--- config.mk ---
export PLATFORM = sky130hd
export DESIGN_NAME = tdc_ctrl
export DESIGN_NICKNAME = d
export VERILOG_FILES = /design/src/pkg/tdc_ctrl_pkg.sv /design/src/verilog/tdc_ctrl.sv
export SDC_FILE = /design/constraint.sdc
export NUM_CORES = 1
export LEC_CHECK = 0
export ABC_AREA = 0
export BUFFER_PORTS_ARGS = -buffer_cell sky130_fd_sc_hd__buf_2
export CORE_MARGIN = 3
export CORE_UTILIZATION = 55
export CTS_CLUSTER_SIZE = 10
export DETAILED_ROUTE_END_ITERATION = 8
export PLACE_DENSITY_LB_ADDON = 0.12
export SYNTH_ARGS = -nofsm -noshare
export SYNTH_HDL_FRONTEND = slang
export SYNTH_SLANG_ARGS = --single-unit
--- constraint.sdc ---
create_clock -name I_CLK -period 5.56 [get_ports I_CLK]
set_input_delay 0.278 -clock I_CLK [delete_from_list [all_inputs] [get_ports I_CLK]]
set_output_delay 0.278 -clock I_CLK [all_outputs]
set_load 0.05 [all_outputs]
--- src/pkg/tdc_ctrl_pkg.sv ---
// Constants and carrier types for the two-channel time converter control.
// Assumes a 25 MHz system clock and an 8-bit host register port.
package tdc_ctrl_pkg;
  localparam int CLK_HZ = 25_000_000;
  localparam int READY_NS = 30;
  localparam int READY_CYC = (READY_NS * (CLK_HZ / 1_000_000) + 999) / 1000;
  localparam int POR_HOLD_NS = 50;
  localparam int POR_CYC = (POR_HOLD_NS * (CLK_HZ / 1_000_000) + 999) / 1000;
  localparam int CAL_NS = 4200;
  localparam int CAL_CYC = (CAL_NS * (CLK_HZ / 1_000_000)) / 1000;
  localparam int RAW_NS = 180;
  localparam int RAW_CYC = (RAW_NS * (CLK_HZ / 1_000_000)) / 1000;
  // Dead times, given in ns (each below one 40 ns cycle); derived cycle counts clamped to one
  localparam int START_DEAD_NS = 3;
  localparam int RETRIG_DEAD_NS = 6;
  localparam int RECOVERY_NS = 15;
  localparam int DEAD_CYC = (RETRIG_DEAD_NS * (CLK_HZ / 1_000_000)) / 1000 < 1
                            ? 1 : (RETRIG_DEAD_NS*(CLK_HZ/1_000_000))/1000;
  localparam int REC_CYC = (RECOVERY_NS * (CLK_HZ / 1_000_000)) / 1000 < 1
                           ? 1 : (RECOVERY_NS*(CLK_HZ/1_000_000))/1000;
  localparam logic [15:0] EVENT_LIMIT = 16'h7800;

  // Register addresses
  localparam logic [3:0] ADDR_CTRL0  = 4'h0;
  localparam logic [3:0] ADDR_CTRL2  = 4'h2;
  localparam logic [3:0] ADDR_CTRL6  = 4'h6;
  localparam logic [3:0] ADDR_CTRL7  = 4'h7;
  localparam logic [3:0] ADDR_RES    = 4'h0;
  localparam logic [3:0] ADDR_STAT1  = 4'h8;
  localparam logic [3:0] ADDR_STAT2  = 4'h9;
  localparam logic [3:0] ADDR_INIT   = 4'hB;

  // Field positions
  localparam int CTRL0_RANGE = 4;
  localparam int CTRL0_MULT  = 5;
  localparam int CTRL0_CAL   = 6;
  localparam int CTRL6_NOISE = 4;
  localparam int CTRL6_RETRIG = 5;
  localparam int CTRL6_QUEUE = 6;
  localparam int INIT_TDC_BIT = 0;
  localparam int INIT_ALU_BIT = 1;
  localparam int INIT_NOISE_BIT = 2;
  localparam logic [3:0] POR_PATTERN = 4'hA;

  // Reset values
  localparam logic [7:0] CTRL0_RST = 8'h00;
  localparam logic [7:0] CTRL2_RST = 8'h00;
  localparam logic [7:0] CTRL6_RST = 8'h00;
  localparam logic [7:0] CTRL7_RST = 8'h24;
  localparam logic [6:0] NOISE_SEED = 7'h01;

  typedef struct packed {
    logic [3:0] addr;
    logic [7:0] wdata;
    logic       wr;
    logic       rd;
  } bus_req_s;

  typedef struct packed {
    logic       start;
    logic [1:0] stop;
  } hit_in_s;
endpackage

--- src/verilog/tdc_ctrl.sv ---
// Control logic of a two-channel time converter: init commands, range one
// measurement sequencing, hit bookkeeping and subtraction unit timing.
// Assumes start/stop inputs already synchronous to I_CLK, one cycle pulses
// of the host port, and a fine time counter supplied as I_TIME.
//
// Behaviour
// - ALU init rewinds result pointer, ready after
// - Noise clock bit steps pseudo-random counter
// - Upper nibble A resets whole chip; here the read port byte flag and pointer are cleared only by I_RST_N
// - Raw and result registers survive every reset
// - Control 0 bit 4 selects range
// - Common start, four stops per channel stored
// - Stops under 3ns after start ignored
// - Same-channel events within 15ns lost
// - Control 2 nibbles: lower minus upper
// - Calibrated 32 bit slow, raw 16 fast
// - Three-bit hit limit per channel
// - Both limits zero disables starts
// - Control 0 bits 2-0 pick edges
// - Retrigger restarts until first stop
// - Retrigger dead time becomes 6ns
// - Queuing routes stop one into channel two
// - Auto noise offsets each stop input
// - Offset changes only when clocked
//
// Decided for this implementation: the placing of the registers and strobed register access.
`timescale 1ns/1ns
module tdc_ctrl
  import tdc_ctrl_pkg::*;
(
  // Clock and reset
  input  wire logic                 I_CLK,
  input  wire logic                 I_RST_N,
  // Host register port
  input  wire tdc_ctrl_pkg::bus_req_s I_BUS,
  output logic [7:0]                O_RDATA,
  // Measurement inputs and fine time base
  input  wire tdc_ctrl_pkg::hit_in_s I_HITS,
  input  wire logic [15:0]          I_TIME,
  // Status
  output logic                      O_ALU_BUSY,
  output logic                      O_READY,
  output logic [13:0]               O_NOISE_OFS,
  output logic                      O_RANGE2
);
  import tdc_ctrl_pkg::*;

  typedef enum logic [1:0] {IDLE, ARMED, RUNNING} meas_e;
  typedef enum logic [1:0] {A_IDLE, A_CALC, A_WRITE} alu_e;

  logic [7:0]  ctrl0_q, ctrl2_q, ctrl6_q, ctrl7_q;
  logic        por_q;
  logic [7:0]  por_cnt_q;
  logic [7:0]  rdy_cnt_q;
  logic        soft_rst;
  logic        init_wr;
  logic        ign_cmd;
  logic [6:0]  lfsr_q;
  meas_e       meas_q;
  alu_e        alu_q;
  logic [7:0]  alu_cnt_q;
  logic [2:0]  ptr_q;
  logic        byte_q;
  logic [2:0]  hits_q [2];
  logic [15:0] raw_q [2][4];
  logic [15:0] res_q [8];
  logic [15:0] t0_q;
  logic [2:0]  ch_rec_q [2];
  logic        first_stop_q;
  logic        ofl_q;
  logic [2:0]  prev_q;
  logic        start_ev;
  logic [1:0]  stop_ev;
  logic [1:0]  stop_acc;
  logic        unit_off;
  logic        rst_all;
  logic [15:0] ev_a, ev_b, diff;
  logic [15:0] rel_t;
  logic        in_dead;

  // Software reset only takes effect while the port is listening
  assign ign_cmd  = por_q;
  assign init_wr  = I_BUS.wr && I_BUS.addr == ADDR_INIT && !ign_cmd;
  assign soft_rst = init_wr && I_BUS.wdata[7:4] == POR_PATTERN;
  assign rst_all  = !I_RST_N || soft_rst;

  // Software reset hold time
  always_ff @(posedge I_CLK)
  begin
    if (!I_RST_N)
    begin
      por_q     <= 1'b0;
      por_cnt_q <= 8'h00;
    end
    else if (soft_rst)
    begin
      por_q     <= 1'b1;
      por_cnt_q <= 8'(POR_CYC);
    end
    else if (por_cnt_q != 8'h00)
      por_cnt_q <= por_cnt_q - 8'h01;
    else
      por_q <= 1'b0;
  end

  // Control registers, defaults restored by either reset
  always_ff @(posedge I_CLK)
  begin
    if (rst_all)
    begin
      ctrl0_q <= CTRL0_RST;
      ctrl2_q <= CTRL2_RST;
      ctrl6_q <= CTRL6_RST;
      ctrl7_q <= CTRL7_RST;
    end
    else if (I_BUS.wr && !ign_cmd)
    begin
      if (I_BUS.addr == ADDR_CTRL0)
        ctrl0_q <= I_BUS.wdata;
      else if (I_BUS.addr == ADDR_CTRL2)
        ctrl2_q <= I_BUS.wdata;
      else if (I_BUS.addr == ADDR_CTRL6)
        ctrl6_q <= I_BUS.wdata;
      else if (I_BUS.addr == ADDR_CTRL7)
        ctrl7_q <= I_BUS.wdata;
    end
  end

  assign O_RANGE2 = ctrl0_q[CTRL0_RANGE];

  // Noise generator: advances only on the init bit
  always_ff @(posedge I_CLK)
  begin
    if (rst_all)
      lfsr_q <= NOISE_SEED;
    else if (init_wr && I_BUS.wdata[INIT_NOISE_BIT])
      lfsr_q <= {lfsr_q[5:0], lfsr_q[6] ^ lfsr_q[5]};
  end

  // Offsets per stop input, the second a rotation of the first, zero when noise is off
  assign O_NOISE_OFS = ctrl6_q[CTRL6_NOISE]
                       ? {lfsr_q, {lfsr_q[2:0], lfsr_q[6:3]}}
                       : 14'h0000;

  // Edge selection: data already conditioned to polarity per bit
  assign start_ev = I_HITS.start ^ ctrl0_q[0];
  assign unit_off = ctrl7_q[2:0] == 3'b000 && ctrl7_q[5:3] == 3'b000;
  assign rel_t    = I_TIME - t0_q;
  // Sub-cycle dead times collapse onto the one cycle after the start cycle
  assign in_dead  = meas_q == ARMED;

  always_comb
  begin
    stop_ev[0] = I_HITS.stop[0] ^ ctrl0_q[1];
    stop_ev[1] = (I_HITS.stop[1] ^ ctrl0_q[2]) && !ctrl6_q[CTRL6_QUEUE];
  end

  // Per-channel acceptance
  genvar g;
  generate
    for (g = 0; g < 2; g++)
    begin : g_ch
      always_comb
      begin
        stop_acc[g] = meas_q == RUNNING && stop_ev[g]
                      && ch_rec_q[g] == 3'h0
                      && hits_q[g] < ctrl7_q[3*g +: 3];
        if (g == 1 && ctrl6_q[CTRL6_QUEUE] && !O_RANGE2)
          stop_acc[g] = meas_q == RUNNING && stop_ev[0]
                        && ch_rec_q[0] == 3'h0
                        && hits_q[0] >= ctrl7_q[2:0]
                        && hits_q[1] < ctrl7_q[5:3];
        if (g == 0 && ctrl6_q[CTRL6_QUEUE] && hits_q[0] >= ctrl7_q[2:0])
          stop_acc[g] = 1'b0;
      end

      always_ff @(posedge I_CLK)
      begin
        if (rst_all || (init_wr && I_BUS.wdata[INIT_TDC_BIT]))
          ch_rec_q[g] <= 3'h0;
        else if (stop_acc[g] || (g == 1 && stop_acc[0] && ctrl6_q[CTRL6_QUEUE]))
          ch_rec_q[g] <= 3'(REC_CYC);
        else if (ch_rec_q[g] != 3'h0)
          ch_rec_q[g] <= ch_rec_q[g] - 3'h1;
      end

      // Raw values are never reset
      always_ff @(posedge I_CLK)
      begin
        if (stop_acc[g])
          raw_q[g][hits_q[g][1:0]] <= rel_t;
      end
    end
  endgenerate

  // Measurement sequencing
  always_ff @(posedge I_CLK)
  begin
    if (rst_all || (init_wr && I_BUS.wdata[INIT_TDC_BIT]))
    begin
      meas_q       <= IDLE;
      hits_q[0]    <= 3'h0;
      hits_q[1]    <= 3'h0;
      first_stop_q <= 1'b0;
      ofl_q        <= 1'b0;
      t0_q         <= 16'h0000;
    end
    else
    begin
      for (int c = 0; c < 2; c++)
        if (stop_acc[c])
          hits_q[c] <= hits_q[c] + 3'h1;
      if (stop_acc != 2'b00)
        first_stop_q <= 1'b1;
      if (start_ev && !unit_off && !O_RANGE2 && (meas_q == IDLE
          || (ctrl6_q[CTRL6_RETRIG] && !first_stop_q
              && stop_acc == 2'b00)))
      begin
        meas_q <= ARMED;
        t0_q   <= I_TIME;
      end
      else if (in_dead)
        meas_q <= RUNNING;
      else if (meas_q == RUNNING && rel_t >= EVENT_LIMIT)
        ofl_q <= 1'b1;
    end
  end

  // Subtraction operands selected by nibble: 0 start, 1-4 ch1, 9-C ch2
  function automatic logic [15:0] pick(input logic [3:0] sel);
    if (sel == 4'h0)
      pick = 16'h0000;
    else if (sel[3])
      pick = raw_q[1][sel[1:0] - 2'h1];
    else
      pick = raw_q[0][sel[1:0] - 2'h1];
  endfunction

  assign ev_a = pick(ctrl2_q[3:0]);
  assign ev_b = pick(ctrl2_q[7:4]);
  assign diff = ev_a - ev_b;

  // Arithmetic unit: a new result on each ALU init is not modelled;
  // a write to control 2 launches one calculation
  always_ff @(posedge I_CLK)
  begin
    if (rst_all)
    begin
      alu_q     <= A_IDLE;
      alu_cnt_q <= 8'h00;
      ptr_q     <= 3'h0;
    end
    else if (init_wr && I_BUS.wdata[INIT_ALU_BIT])
    begin
      alu_q <= A_IDLE;
      ptr_q <= 3'h0;
    end
    else
    begin
      case (alu_q)
        A_IDLE:
          if (I_BUS.wr && I_BUS.addr == ADDR_CTRL2 && !ign_cmd)
          begin
            alu_q     <= A_CALC;
            alu_cnt_q <= ctrl0_q[CTRL0_CAL] ? 8'(CAL_CYC)
                                            : 8'(RAW_CYC);
          end
        A_CALC:
          if (alu_cnt_q == 8'h01)
            alu_q <= A_WRITE;
          else
            alu_cnt_q <= alu_cnt_q - 8'h01;
        A_WRITE:
        begin
          alu_q <= A_IDLE;
          ptr_q <= ptr_q + (ctrl0_q[CTRL0_CAL] ? 3'h2 : 3'h1);
        end
        default:
          alu_q <= A_IDLE;
      endcase
    end
  end

  // Result registers are never reset
  always_ff @(posedge I_CLK)
  begin
    if (alu_q == A_WRITE)
    begin
      res_q[ptr_q] <= diff;
      if (ctrl0_q[CTRL0_CAL])
        res_q[ptr_q + 3'h1] <= {15'h0000, diff[15]};
    end
  end

  assign O_ALU_BUSY = alu_q != A_IDLE;

  // Ready delay after ALU or unit init
  always_ff @(posedge I_CLK)
  begin
    if (rst_all)
      rdy_cnt_q <= 8'(POR_CYC);
    else if (init_wr && (I_BUS.wdata[INIT_ALU_BIT] || I_BUS.wdata[INIT_TDC_BIT]))
      rdy_cnt_q <= 8'(READY_CYC);
    else if (rdy_cnt_q != 8'h00)
      rdy_cnt_q <= rdy_cnt_q - 8'h01;
  end

  assign O_READY = rdy_cnt_q == 8'h00 && !por_q;

  // Read port: result words read low byte then high, pointer auto-steps
  always_ff @(posedge I_CLK)
  begin
    if (!I_RST_N)
    begin
      O_RDATA <= 8'h00;
      byte_q  <= 1'b0;
      prev_q  <= 3'h0;
    end
    else if (I_BUS.rd)
    begin
      if (I_BUS.addr == ADDR_STAT1)
        O_RDATA <= {1'b0, ofl_q, hits_q[1], hits_q[0]};
      else if (I_BUS.addr == ADDR_STAT2)
        O_RDATA <= {3'h0, ctrl0_q[CTRL0_MULT], ctrl0_q[CTRL0_CAL], ptr_q};
      else if (I_BUS.addr < 4'h8)
      begin
        if (byte_q && I_BUS.addr[2:0] == prev_q)
        begin
          O_RDATA <= res_q[prev_q][15:8];
          byte_q  <= 1'b0;
          prev_q  <= prev_q + 3'h1;
        end
        else
        begin
          O_RDATA <= res_q[I_BUS.addr[2:0]][7:0];
          byte_q  <= 1'b1;
          prev_q  <= I_BUS.addr[2:0];
        end
      end
      else
        O_RDATA <= 8'h00;
    end
  end
endmodule
==> flow_summary_export.csv, run 1 <==
group,metric,value,unit
synth,synthMuxAreaShare,15.3,%
synth,async_flop_share,0,%
clock_tree,clock_sinks,363,
timing,clock.fmax,235,MHz
drt,routedWlPerCell,20.6,um
timing,final.setup_skew,16.1,ps
finish,drive_gt1_share,14.7,%
setup_path,path_max_fanout,33,
clock_tree,cts_tree,"yes",
synth,synth-compound-area-share,12.1,%
finish,layout.cells.most_common,"dfxtp_1",
timing,fin_crit_sh,76.5,%
clock_tree,clk_pin_slew,60,ps
synth,ys_ff_latch,363,
clock_tree,cts_buffer_depth,3,
hold_path,holdPathStages,3,
power,leakagePower,7.21,nW
clock_tree,cts_resized,0,
clock_tree,clk_latency,540,ps
timing,timing.hold.ws,15.3,ps
synth,seq_area_frac_synth,48.7,%
drt,drtPass1Iterations,5,
setup_path,cp.depth,12,
hold_path,min_path_type,"primary input to register",
die,rows,65,
drt,totalWireLength,44.0,mm
power,power,6.55,mW
synth,synth_area_per_cell,10.9,um2
job,cap_violations,0,
place,dpl.cell_count,2060,
synth,synth_edf_count,148,
finish,syn2layout_area_growth,10.6,%
die,die_area,34800,um2
setup_path,start_kind,"register",
die,die_x,187,um
timing,grt_setup_unrepaired,"false",
timing,setup_tns,0,ps
clock_tree,numCtsBuffers,43,
synth,yosysWarnings,0,
setup_path,cp_common_cell,"o21ai_0",
global_routing,grt_max_degree,37,
setup_path,cp_data_arrival_time,4620,ps
finish,layout_common_cells,"dfxtp_1 (213), nor2_1 (166), nand2_1 (150), edfxtp_1 (148), mux4_2 (96)",
outcome,status,"completed",
global_routing,gr-total-overflow,0,
drt,vias,13000,
power,vdd_drop_max,247,uV
die,pin_count,60,
die,core,31900,um2
setup_path,path_class,"register to register",
timing,hold_viol_final,0,
synth,synth_top_family_by_area,"multiplexers",
timing,worstMarginPinSlew,1170,ps
drt,drc,0,
die,fp.dieH,187,um
setup_path,crit_path_top_delay_cell,"a311oi_1",
setup_path,reg2reg_depth,12,
timing,min_period,4260,ps
place,port_buffers,59,
synth,yosysUniqueCellTypes,74,
place,gp_congestion,0.849,
synth,synthCells,1640,
finish,final_nets,1773,
setup_path,worst_ep_required_time,5920,ps
timing,finalSetupViolations,0,
global_routing,antenna_found_initial,0,
setup_path,path_buf_inv,1,
synth,synth_fa_ha_area_share,4.31,%
timing,drv_slew,0,
power,powerDensity,330,nW/um2
clock_tree,cts_root_buf,"clkbuf_16",
global_routing,grt_pass1_wl,70.4,mm
finish,fillCellCount,2602,
clock_tree,h-tree-depth,2,
drt,vias_per_cell,6.08,
global_routing,first_global_vias,12800,
setup_path,end_kind,"register",
synth,yosys_most_used_dff,"dfxtp_1",
timing,max_slew_margin,21.7,%
die,initial_utilization,56.3,%
global_routing,track_usage,25.1,%
clock_tree,hold_buffers,8,
synth,synthesis.area,17900,um2
finish,diodes,0,
finish,instances_no_fill,2138,
synth,synth_nets,1735,
synth,yosys.area_share.simple,13.5,%
drt,drt-initial-drc-count,1167,
drt,antenna_left,0,
clock_tree,post_cts_buffers,0,
setup_path,max_stage_delay,950,ps
place,hpwl,29.7,mm
synth,yosys.area_share.xor_xnor,2.34,%
setup_path,crit_family,"compound AO/OA/AOI/OAI gates",
setup_path,worstPathCellList,"buf_4 -> mux4_2 -> mux2i_1 -> nor2_1 -> ha_1 -> nor2b_1 -> o21a_1 -> o21ai_0 -> a211o_1 -> and2_1 -> a311oi_1 -> o21ai_0",
==> cells by family after synthesis <==
group           after synthesis
mux                         154
flops                       363
xor+xnor                     47
fa+ha+maj                    60
simple gates                526
buf+inv                     160
compound gates              330
==> synthesized netlist by cell type (27+ instances only) <==
library cell | instances | share of area, %
inv_1 | 70 | 1.5
o21ai_0 | 93 | 2.6
nand3_1 | 70 | 2.0
dfxtp_1 | 215 | 24
ha_1 | 57 | 4.0
mux2i_1 | 58 | 3.2
o22ai_1 | 28 | 0.98
a22o_1 | 27 | 1.3
xnor2_1 | 29 | 1.4
nor3_1 | 34 | 0.95
clkbuf_1 | 51 | 1.1
edfxtp_1 | 148 | 25
nand2_1 | 150 | 3.1
mux4_2 | 96 | 12
nor2_1 | 166 | 3.5
a21oi_1 | 65 | 1.8
==> metal layers <==
metal | GRT usage, % | vias up | wire length, um
li1 | - | 6130 | -
met4 | 7.07 | 0 | 1120
met5 | 0 | - | 0
met3 | 4.26 | 80 | 2600
met1 | 33.5 | 6416 | 18900
met2 | 42.5 | 368 | 21400
==> flip-flops by register name, summed over array words and instances, names as in the netlist, 2 cells and up, named ones only <==
name,cells
O_RDATA,8
res_q,128
ctrl7_q,6
hits_q,6
alu_q,2
prev_q,3
meas_q,2
ch_rec_q,6
alu_cnt_q,8
t0_q,16
ctrl2_q,8
por_cnt_q,8
ctrl6_q,3
raw_q,128
lfsr_q,7
rdy_cnt_q,8
ptr_q,3
ctrl0_q,6
==> where the power goes <==
part	total, mW	leakage [nW]	switching [mW]	internal, mW
Sequential	3.05	3.08	0.0873	2.96
Clock	2.53	0.597	1.05	1.48
Combinational	0.967	3.53	0.614	0.353
Total	6.55	7.21	1.75	4.80
==> worst paths after layout <==
kind	slack [ps]	from	endpoint
max reg2reg	1300	ctrl2_q[0]$_SDFFE_PP0P_	res_q[0][11]$_SDFFE_PP0P_
min	20	I_TIME[7]	t0_q[7]$_SDFFE_PP0P_
min reg2reg	450	res_q[2][10]$_SDFFE_PP0P_	res_q[2][10]$_SDFFE_PP0P_
max	1300	ctrl2_q[0]$_SDFFE_PP0P_	res_q[0][11]$_SDFFE_PP0P_
==> per-stage QoR <==
stage	util [%]	cell area [um2]	setup slack, ps
after floorplan	-	17900	1190
after global placement	58.1	18500	1460
after detailed placement	58.1	18500	1340
after CTS	62.3	19900	1320
after global routing	62.3	19900	939
final	62.3	19900	1300
==> cell type report <==
type | count | area (um2) | share of cell area [%]
multi-input cells | 1117 | 8570 | 43.1
flip-flops and latches | 363 | 8750 | 44.1
well taps | 435 | 544 | 2.74
clock buffers | 67 | 1210 | 6.08
repair buffers | 82 | 488 | 2.46
inverters | 71 | 267 | 1.34
clock inverters | 3 | 33.8 | 0.170
==> worst min-delay path: stages <==
cell	delay, ps
buf_2	110
nand2_1	40
o21ai_0	60
Note: power is estimated with default switching activity, not from simulation.
==> run 2, diff against run 1 <==
==> constraint.sdc (replaced) <==
create_clock -name I_CLK -period 3.4 [get_ports I_CLK]
set_input_delay 0.17 -clock I_CLK [delete_from_list [all_inputs] [get_ports I_CLK]]
set_output_delay 0.17 -clock I_CLK [all_outputs]
set_load 0.05 [all_outputs]
==> run 2 against run 1 <==
Compared with the run above:
- setup slack worse by 1300 ps
- final area up 6.2%
- first-iteration DRC count down 16%
- cell count up 4.3%
- via count up 3.9%
- clock power up 66%
- worst hold slack better by 30 ps
- count of clock-buffer cells in the layout down 3
- maximum frequency up 25%
- clock skew up 2.7 ps
- combinational power up 90%
- critical endpoint is now res_q[5][0]$_DFFE_PP_
- highest routed layer unchanged
==> flow_summary_export.csv, run 2 (synthesis gave the netlist of run 1 again) <==
group,metric,value,unit
outcome,status,"completed",
drt,drt-initial-drc-count,980,
timing,finalSetupViolations,0,
job,cap_violations,0,
drt,met3_length,2.74,mm
die,core,31900,um2
finish,design_area,21100,um2
timing,setup_tns,0,ps
global_routing,grt_max_degree,37,
power,vdd_drop_max,408,uV
clock_tree,cts_buffer_depth,3,
setup_path,path_buf_inv,3,
hold_path,min_path_type,"primary input to register",
setup_path,cp_data_arrival_time,3810,ps
setup_path,worstPathCellList,"inv_4 -> ha_4 -> buf_12 -> mux4_2 -> mux2i_1 -> nor2_1 -> ha_1 -> o21ai_2 -> a21boi_2 -> nand3_2 -> a2111o_1 -> and3_4 -> o21ai_4 -> buf_12 -> a31o_2",
timing,clock.fmax,295,MHz
clock_tree,cts_root_buf,"clkbuf_16",
clock_tree,numCtsBuffers,43,
place,port_buffers,59,
power,powerDensity,522,nW/um2
setup_path,start_kind,"register",
global_routing,antenna_found_initial,0,
place,placed_area,19300,um2
setup_path,crit_path_top_delay_cell,"a2111o_1",
setup_path,cp_common_cell,"buf_12",
global_routing,gr-total-overflow,0,
drt,drc,0,
timing,hold_viol_final,0,
global_routing,first_global_vias,13400,
timing,worstMarginPinSlew,937,ps
timing,max_slew_margin,37.4,%
die,rows,65,
drt,vias,13500,
clock_tree,cts_tree,"yes",
finish,diodes,0,
power,leakagePower,7.81,nW
place,dpl.cell_count,2120,
timing,timing.hold.ws,45.4,ps
global_routing,grt_pass1_wl,73.0,mm
finish,syn2layout_area_growth,17.5,%
drt,totalWireLength,46.4,mm
die,die_area,34800,um2
place,gp_congestion,0.916,
drt,wl_met2,22.7,mm
setup_path,worst_ep_required_time,3810,ps
die,fp.dieH,187,um
die,die_x,187,um
drt,drtPass1Iterations,5,
setup_path,end_kind,"register",
clock_tree,clk_latency,540,ps
drt,drt-met1-wl,19.5,mm
setup_path,crit_family,"compound AO/OA/AOI/OAI gates",
finish,layout.cells.most_common,"dfxtp_1",
finish,final_nets,1868,
setup_path,max_stage_delay,440,ps
die,pin_count,60,
timing,final.setup_skew,18.8,ps
timing,drv_slew,0,
drt,antenna_left,0,
setup_path,reg2reg_depth,15,
clock_tree,clock_sinks,363,
hold_path,holdPathStages,3,
drt,route.top_layer_used,"met4",
timing,fin_crit_sh,99.8,%
timing,min_period,3390,ps
clock_tree,clk_pin_slew,60,ps
finish,layout_common_cells,"dfxtp_1 (213), nor2_1 (164), nand2_1 (150), edfxtp_1 (148), mux4_2 (96)",
setup_path,cp.depth,15,
clock_tree,h-tree-depth,2,
die,initial_utilization,56.3,%
finish,drive_gt1_share,20.6,%
setup_path,path_max_fanout,15,
place,hpwl,31.3,mm
drt,routedWlPerCell,20.8,um
finish,final_core_util,66.1,%
global_routing,track_usage,26.0,%
drt,vias_per_cell,6.05,
finish,instances_no_fill,2231,
timing,grt_setup_unrepaired,"true",
setup_path,path_class,"register to register",
run 2: worst paths after layout:
kind	slack [ps]	start	to
max	6	ctrl2_q[0]$_SDFFE_PP0P_	res_q[5][0]$_DFFE_PP_
min	50	I_BUS[2]	ctrl0_q[0]$_SDFFE_PP0P_
min reg2reg	450	res_q[4][11]$_SDFFE_PP0P_	res_q[4][11]$_SDFFE_PP0P_
max reg2reg	6	ctrl2_q[0]$_SDFFE_PP0P_	res_q[5][0]$_DFFE_PP_
run 2: where the power goes:
part	leakage [nW]	switching [mW]	internal (mW)	total, mW
Sequential	3.09	0.145	4.84	4.98
Combinational	4.11	1.08	0.750	1.84
Clock	0.606	1.71	2.48	4.19
Total	7.81	2.94	8.07	11.0
run 2: per-layer routing:
| layer | global-route usage [%] | vias up |
|---|---|---|
| met1 | 33.9 | 6637 |
| met5 | 0 | - |
| met4 | 8.58 | 0 |
| met2 | 44.9 | 433 |
| met3 | 4.02 | 101 |
| li1 | - | 6331 |
run 2: layout make-up:
cell class | count | area [um2]
fill | 2475 | 10800
timing repair buffer | 176 | 1410
inverter | 71 | 269
sequential | 363 | 8760
tap | 435 | 544
clock inverter | 4 | 56.3
clock buffer | 64 | 1190
multi-input combinational | 1118 | 8860
run 2: worst min-delay path: stages:
cell and delay (ps):
buf_2 170, mux2i_1 140, nor2_1 50
run 2: through the flow:
stage	power, mW	setup WS (ps)
after floorplan	6.27	-80.8
after global placement	6.73	-30.5
after detailed placement	6.78	-123
after CTS	11.0	0.295
after global routing	11.5	-123
final	11.0	6.48
run 2: repair_timing:
item                       CTS  global route
hold endpoints to repair    38             0
resized for setup           10            31
hold buffers                24             0
setup buffers                2            15
gates cloned                 0             2
setup endpoints to repair   70            87
pin swaps                    6            28
==> run 3, diff against run 2 <==
--- a/config.mk
+++ b/config.mk
@@ -7,7 +7,7 @@
 export LEC_CHECK = 0
 export ABC_AREA = 0
 export BUFFER_PORTS_ARGS = -buffer_cell sky130_fd_sc_hd__buf_2
-export CORE_MARGIN = 3
+export CORE_MARGIN = 2
 export CORE_UTILIZATION = 55
 export CTS_CLUSTER_SIZE = 10
 export DETAILED_ROUTE_END_ITERATION = 8
==> run 3 against run 2 <==
Compared with the run above:
- routed wire length barely moved
- register-to-register slack better by 20 ps
- cell count grew 0.45%
- clock skew decreased by 1.6 ps
- via count down 0.81%
- global-route usage increased by 1.3 points
- critical path depth down 1
==> flow_summary_export.csv, run 3 (synthesis gave the netlist of run 1 again) <==
group,metric,value,unit
finish,fillCellCount,2522,
timing,final.setup_skew,17.2,ps
die,rows,66,
drt,routedWlPerCell,20.7,um
clock_tree,cts_tree,"yes",
job,cap_violations,0,
timing,finalSetupViolations,0,
setup_path,max_stage_delay,360,ps
global_routing,grt_max_degree,37,
finish,final_nets,1876,
die,pin_count,60,
power,vdd_drop_max,425,uV
place,hpwl,31.5,mm
timing,drv_slew,0,
drt,drt-initial-drc-count,1102,
drt,vias_per_cell,5.98,
finish,layout.cells.most_common,"dfxtp_1",
setup_path,crit_family,"compound AO/OA/AOI/OAI gates",
finish,diodes,0,
setup_path,cp_data_arrival_time,3670,ps
die,die_x,185,um
setup_path,cp_common_cell,"buf_4",
drt,totalWireLength,46.4,mm
setup_path,path_max_fanout,15,
power,power,11.0,mW
setup_path,worst_ep_required_time,3700,ps
clock_tree,cts_root_buf,"clkbuf_16",
place,port_buffers,59,
setup_path,path_buf_inv,4,
power,powerDensity,520,nW/um2
die,core,32400,um2
place,gp_congestion,0.915,
die,initial_utilization,55.4,%
finish,drive_gt1_share,20.6,%
setup_path,worstPathCellList,"inv_1 -> ha_4 -> buf_4 -> buf_4 -> mux4_2 -> a22oi_1 -> ha_1 -> o21a_1 -> o21ai_2 -> a2111o_1 -> and3_4 -> o21ai_4 -> buf_12 -> a31o_2",
drt,drtPass1Iterations,5,
clock_tree,cts_buffer_depth,3,
global_routing,antenna_found_initial,0,
finish,syn2layout_area_growth,17.4,%
setup_path,end_kind,"register",
timing,fin_crit_sh,99.1,%
clock_tree,numCtsBuffers,43,
timing,hold_viol_final,0,
power,leakagePower,7.82,nW
clock_tree,clk_pin_slew,60,ps
clock_tree,h-tree-depth,2,
global_routing,grt_pass1_wl,71.8,mm
timing,min_period,3370,ps
timing,timing.hold.ws,32.4,ps
setup_path,start_kind,"register",
global_routing,track_usage,27.4,%
drt,drc,0,
global_routing,first_global_vias,12800,
drt,vias,13400,
outcome,status,"completed",
finish,layout_common_cells,"dfxtp_1 (212), nor2_1 (165), nand2_1 (150), edfxtp_1 (148), mux4_2 (96)",
finish,multi_input_area,8840,um2
timing,clock.fmax,297,MHz
setup_path,path_class,"register to register",
finish,seqCellArea,8760,um2
timing,grt_setup_unrepaired,"true",
timing,max_slew_margin,34.9,%
setup_path,crit_path_top_delay_cell,"dfxtp_4",
timing,worstMarginPinSlew,970,ps
hold_path,min_path_type,"primary input to register",
die,die_area,34100,um2
global_routing,gr-total-overflow,0,
clock_tree,clk_latency,550,ps
drt,antenna_left,0,
die,fp.dieH,185,um
clock_tree,clock_sinks,363,
-- run 3: worst paths after layout --
path / from / endpoint / slack, ps / cells past startpoint
max: ctrl2_q[4]$_SDFFE_PP0P_ / res_q[4][0]$_DFFE_PP_ / 30 / 14
min: I_BUS[3] / ctrl0_q[1]$_SDFFE_PP0P_ / 30 / 3
max reg2reg: ctrl2_q[4]$_SDFFE_PP0P_ / res_q[4][0]$_DFFE_PP_ / 30 / 14
min reg2reg: res_q[2][11]$_SDFFE_PP0P_ / res_q[2][11]$_SDFFE_PP0P_ / 450 / 2
-- run 3: what timing repair did --
| action | in CTS | in global routing |
|---|---|---|
| hold buffers | 24 | 0 |
| gates cloned | 0 | 1 |
| setup endpoints to repair | 41 | 78 |
| hold endpoints to repair | 41 | 0 |
| resized for setup | 4 | 37 |
| pin swaps | 6 | 16 |
| buffers inserted | 1 | 12 |
-- run 3: cell type report --
| cell class | count | area share (%) |
|---|---|---|
| Sequential cell | 363 | 41.6 |
| Clock inverter | 2 | 0.0416 |
| Inverter | 71 | 1.28 |
| Tap cell | 442 | 2.62 |
| Clock buffer | 61 | 5.72 |
| Multi-Input combinational cell | 1118 | 42.0 |
| Timing Repair Buffer | 184 | 6.82 |
-- run 3: metrics by stage --
| stage | worst slack [ps] | util [%] | TNS [ps] | std cells | area [um2] |
|---|---|---|---|---|---|
| final | 29.7 | 65.1 | 0 | 2241 | 21100 |
| after global routing | -82.4 | 65.1 | -1760 | 2241 | 21100 |
| after CTS | 0.571 | 64.3 | 0 | 2228 | 20800 |
| after detailed placement | -69.5 | 59.7 | -808 | 2140 | 19300 |
| after global placement | 17.8 | 59.7 | 0 | 2140 | 19300 |
| after floorplan | -80.8 | - | -427 | 1640 | 18200 |
-- run 3: tightest hold or removal path: cells and delay by family --
kind                   cells  cell delay (ps)
buffers and inverters      1              170
muxes                      1              140
and+or+nand+nor            1               50
-- run 3: metal layers --
| layer | GRT usage (%) | vias to the layer above | share of wire [%] |
|---|---|---|---|
| met3 | 4.21 | 80 | 6.0 |
| li1 | - | 6334 | - |
| met5 | 0 | - | 0 |
| met2 | 47.3 | 408 | 49 |
| met4 | 7.21 | 0 | 2.2 |
| met1 | 36.1 | 6571 | 43 |
-- run 3: power by group --
part	switching, mW	internal [mW]	total, mW	leakage (nW)
clock network	1.71	2.42	4.13	0.591
registers	0.138	4.84	4.98	3.09
logic	1.10	0.747	1.84	4.14
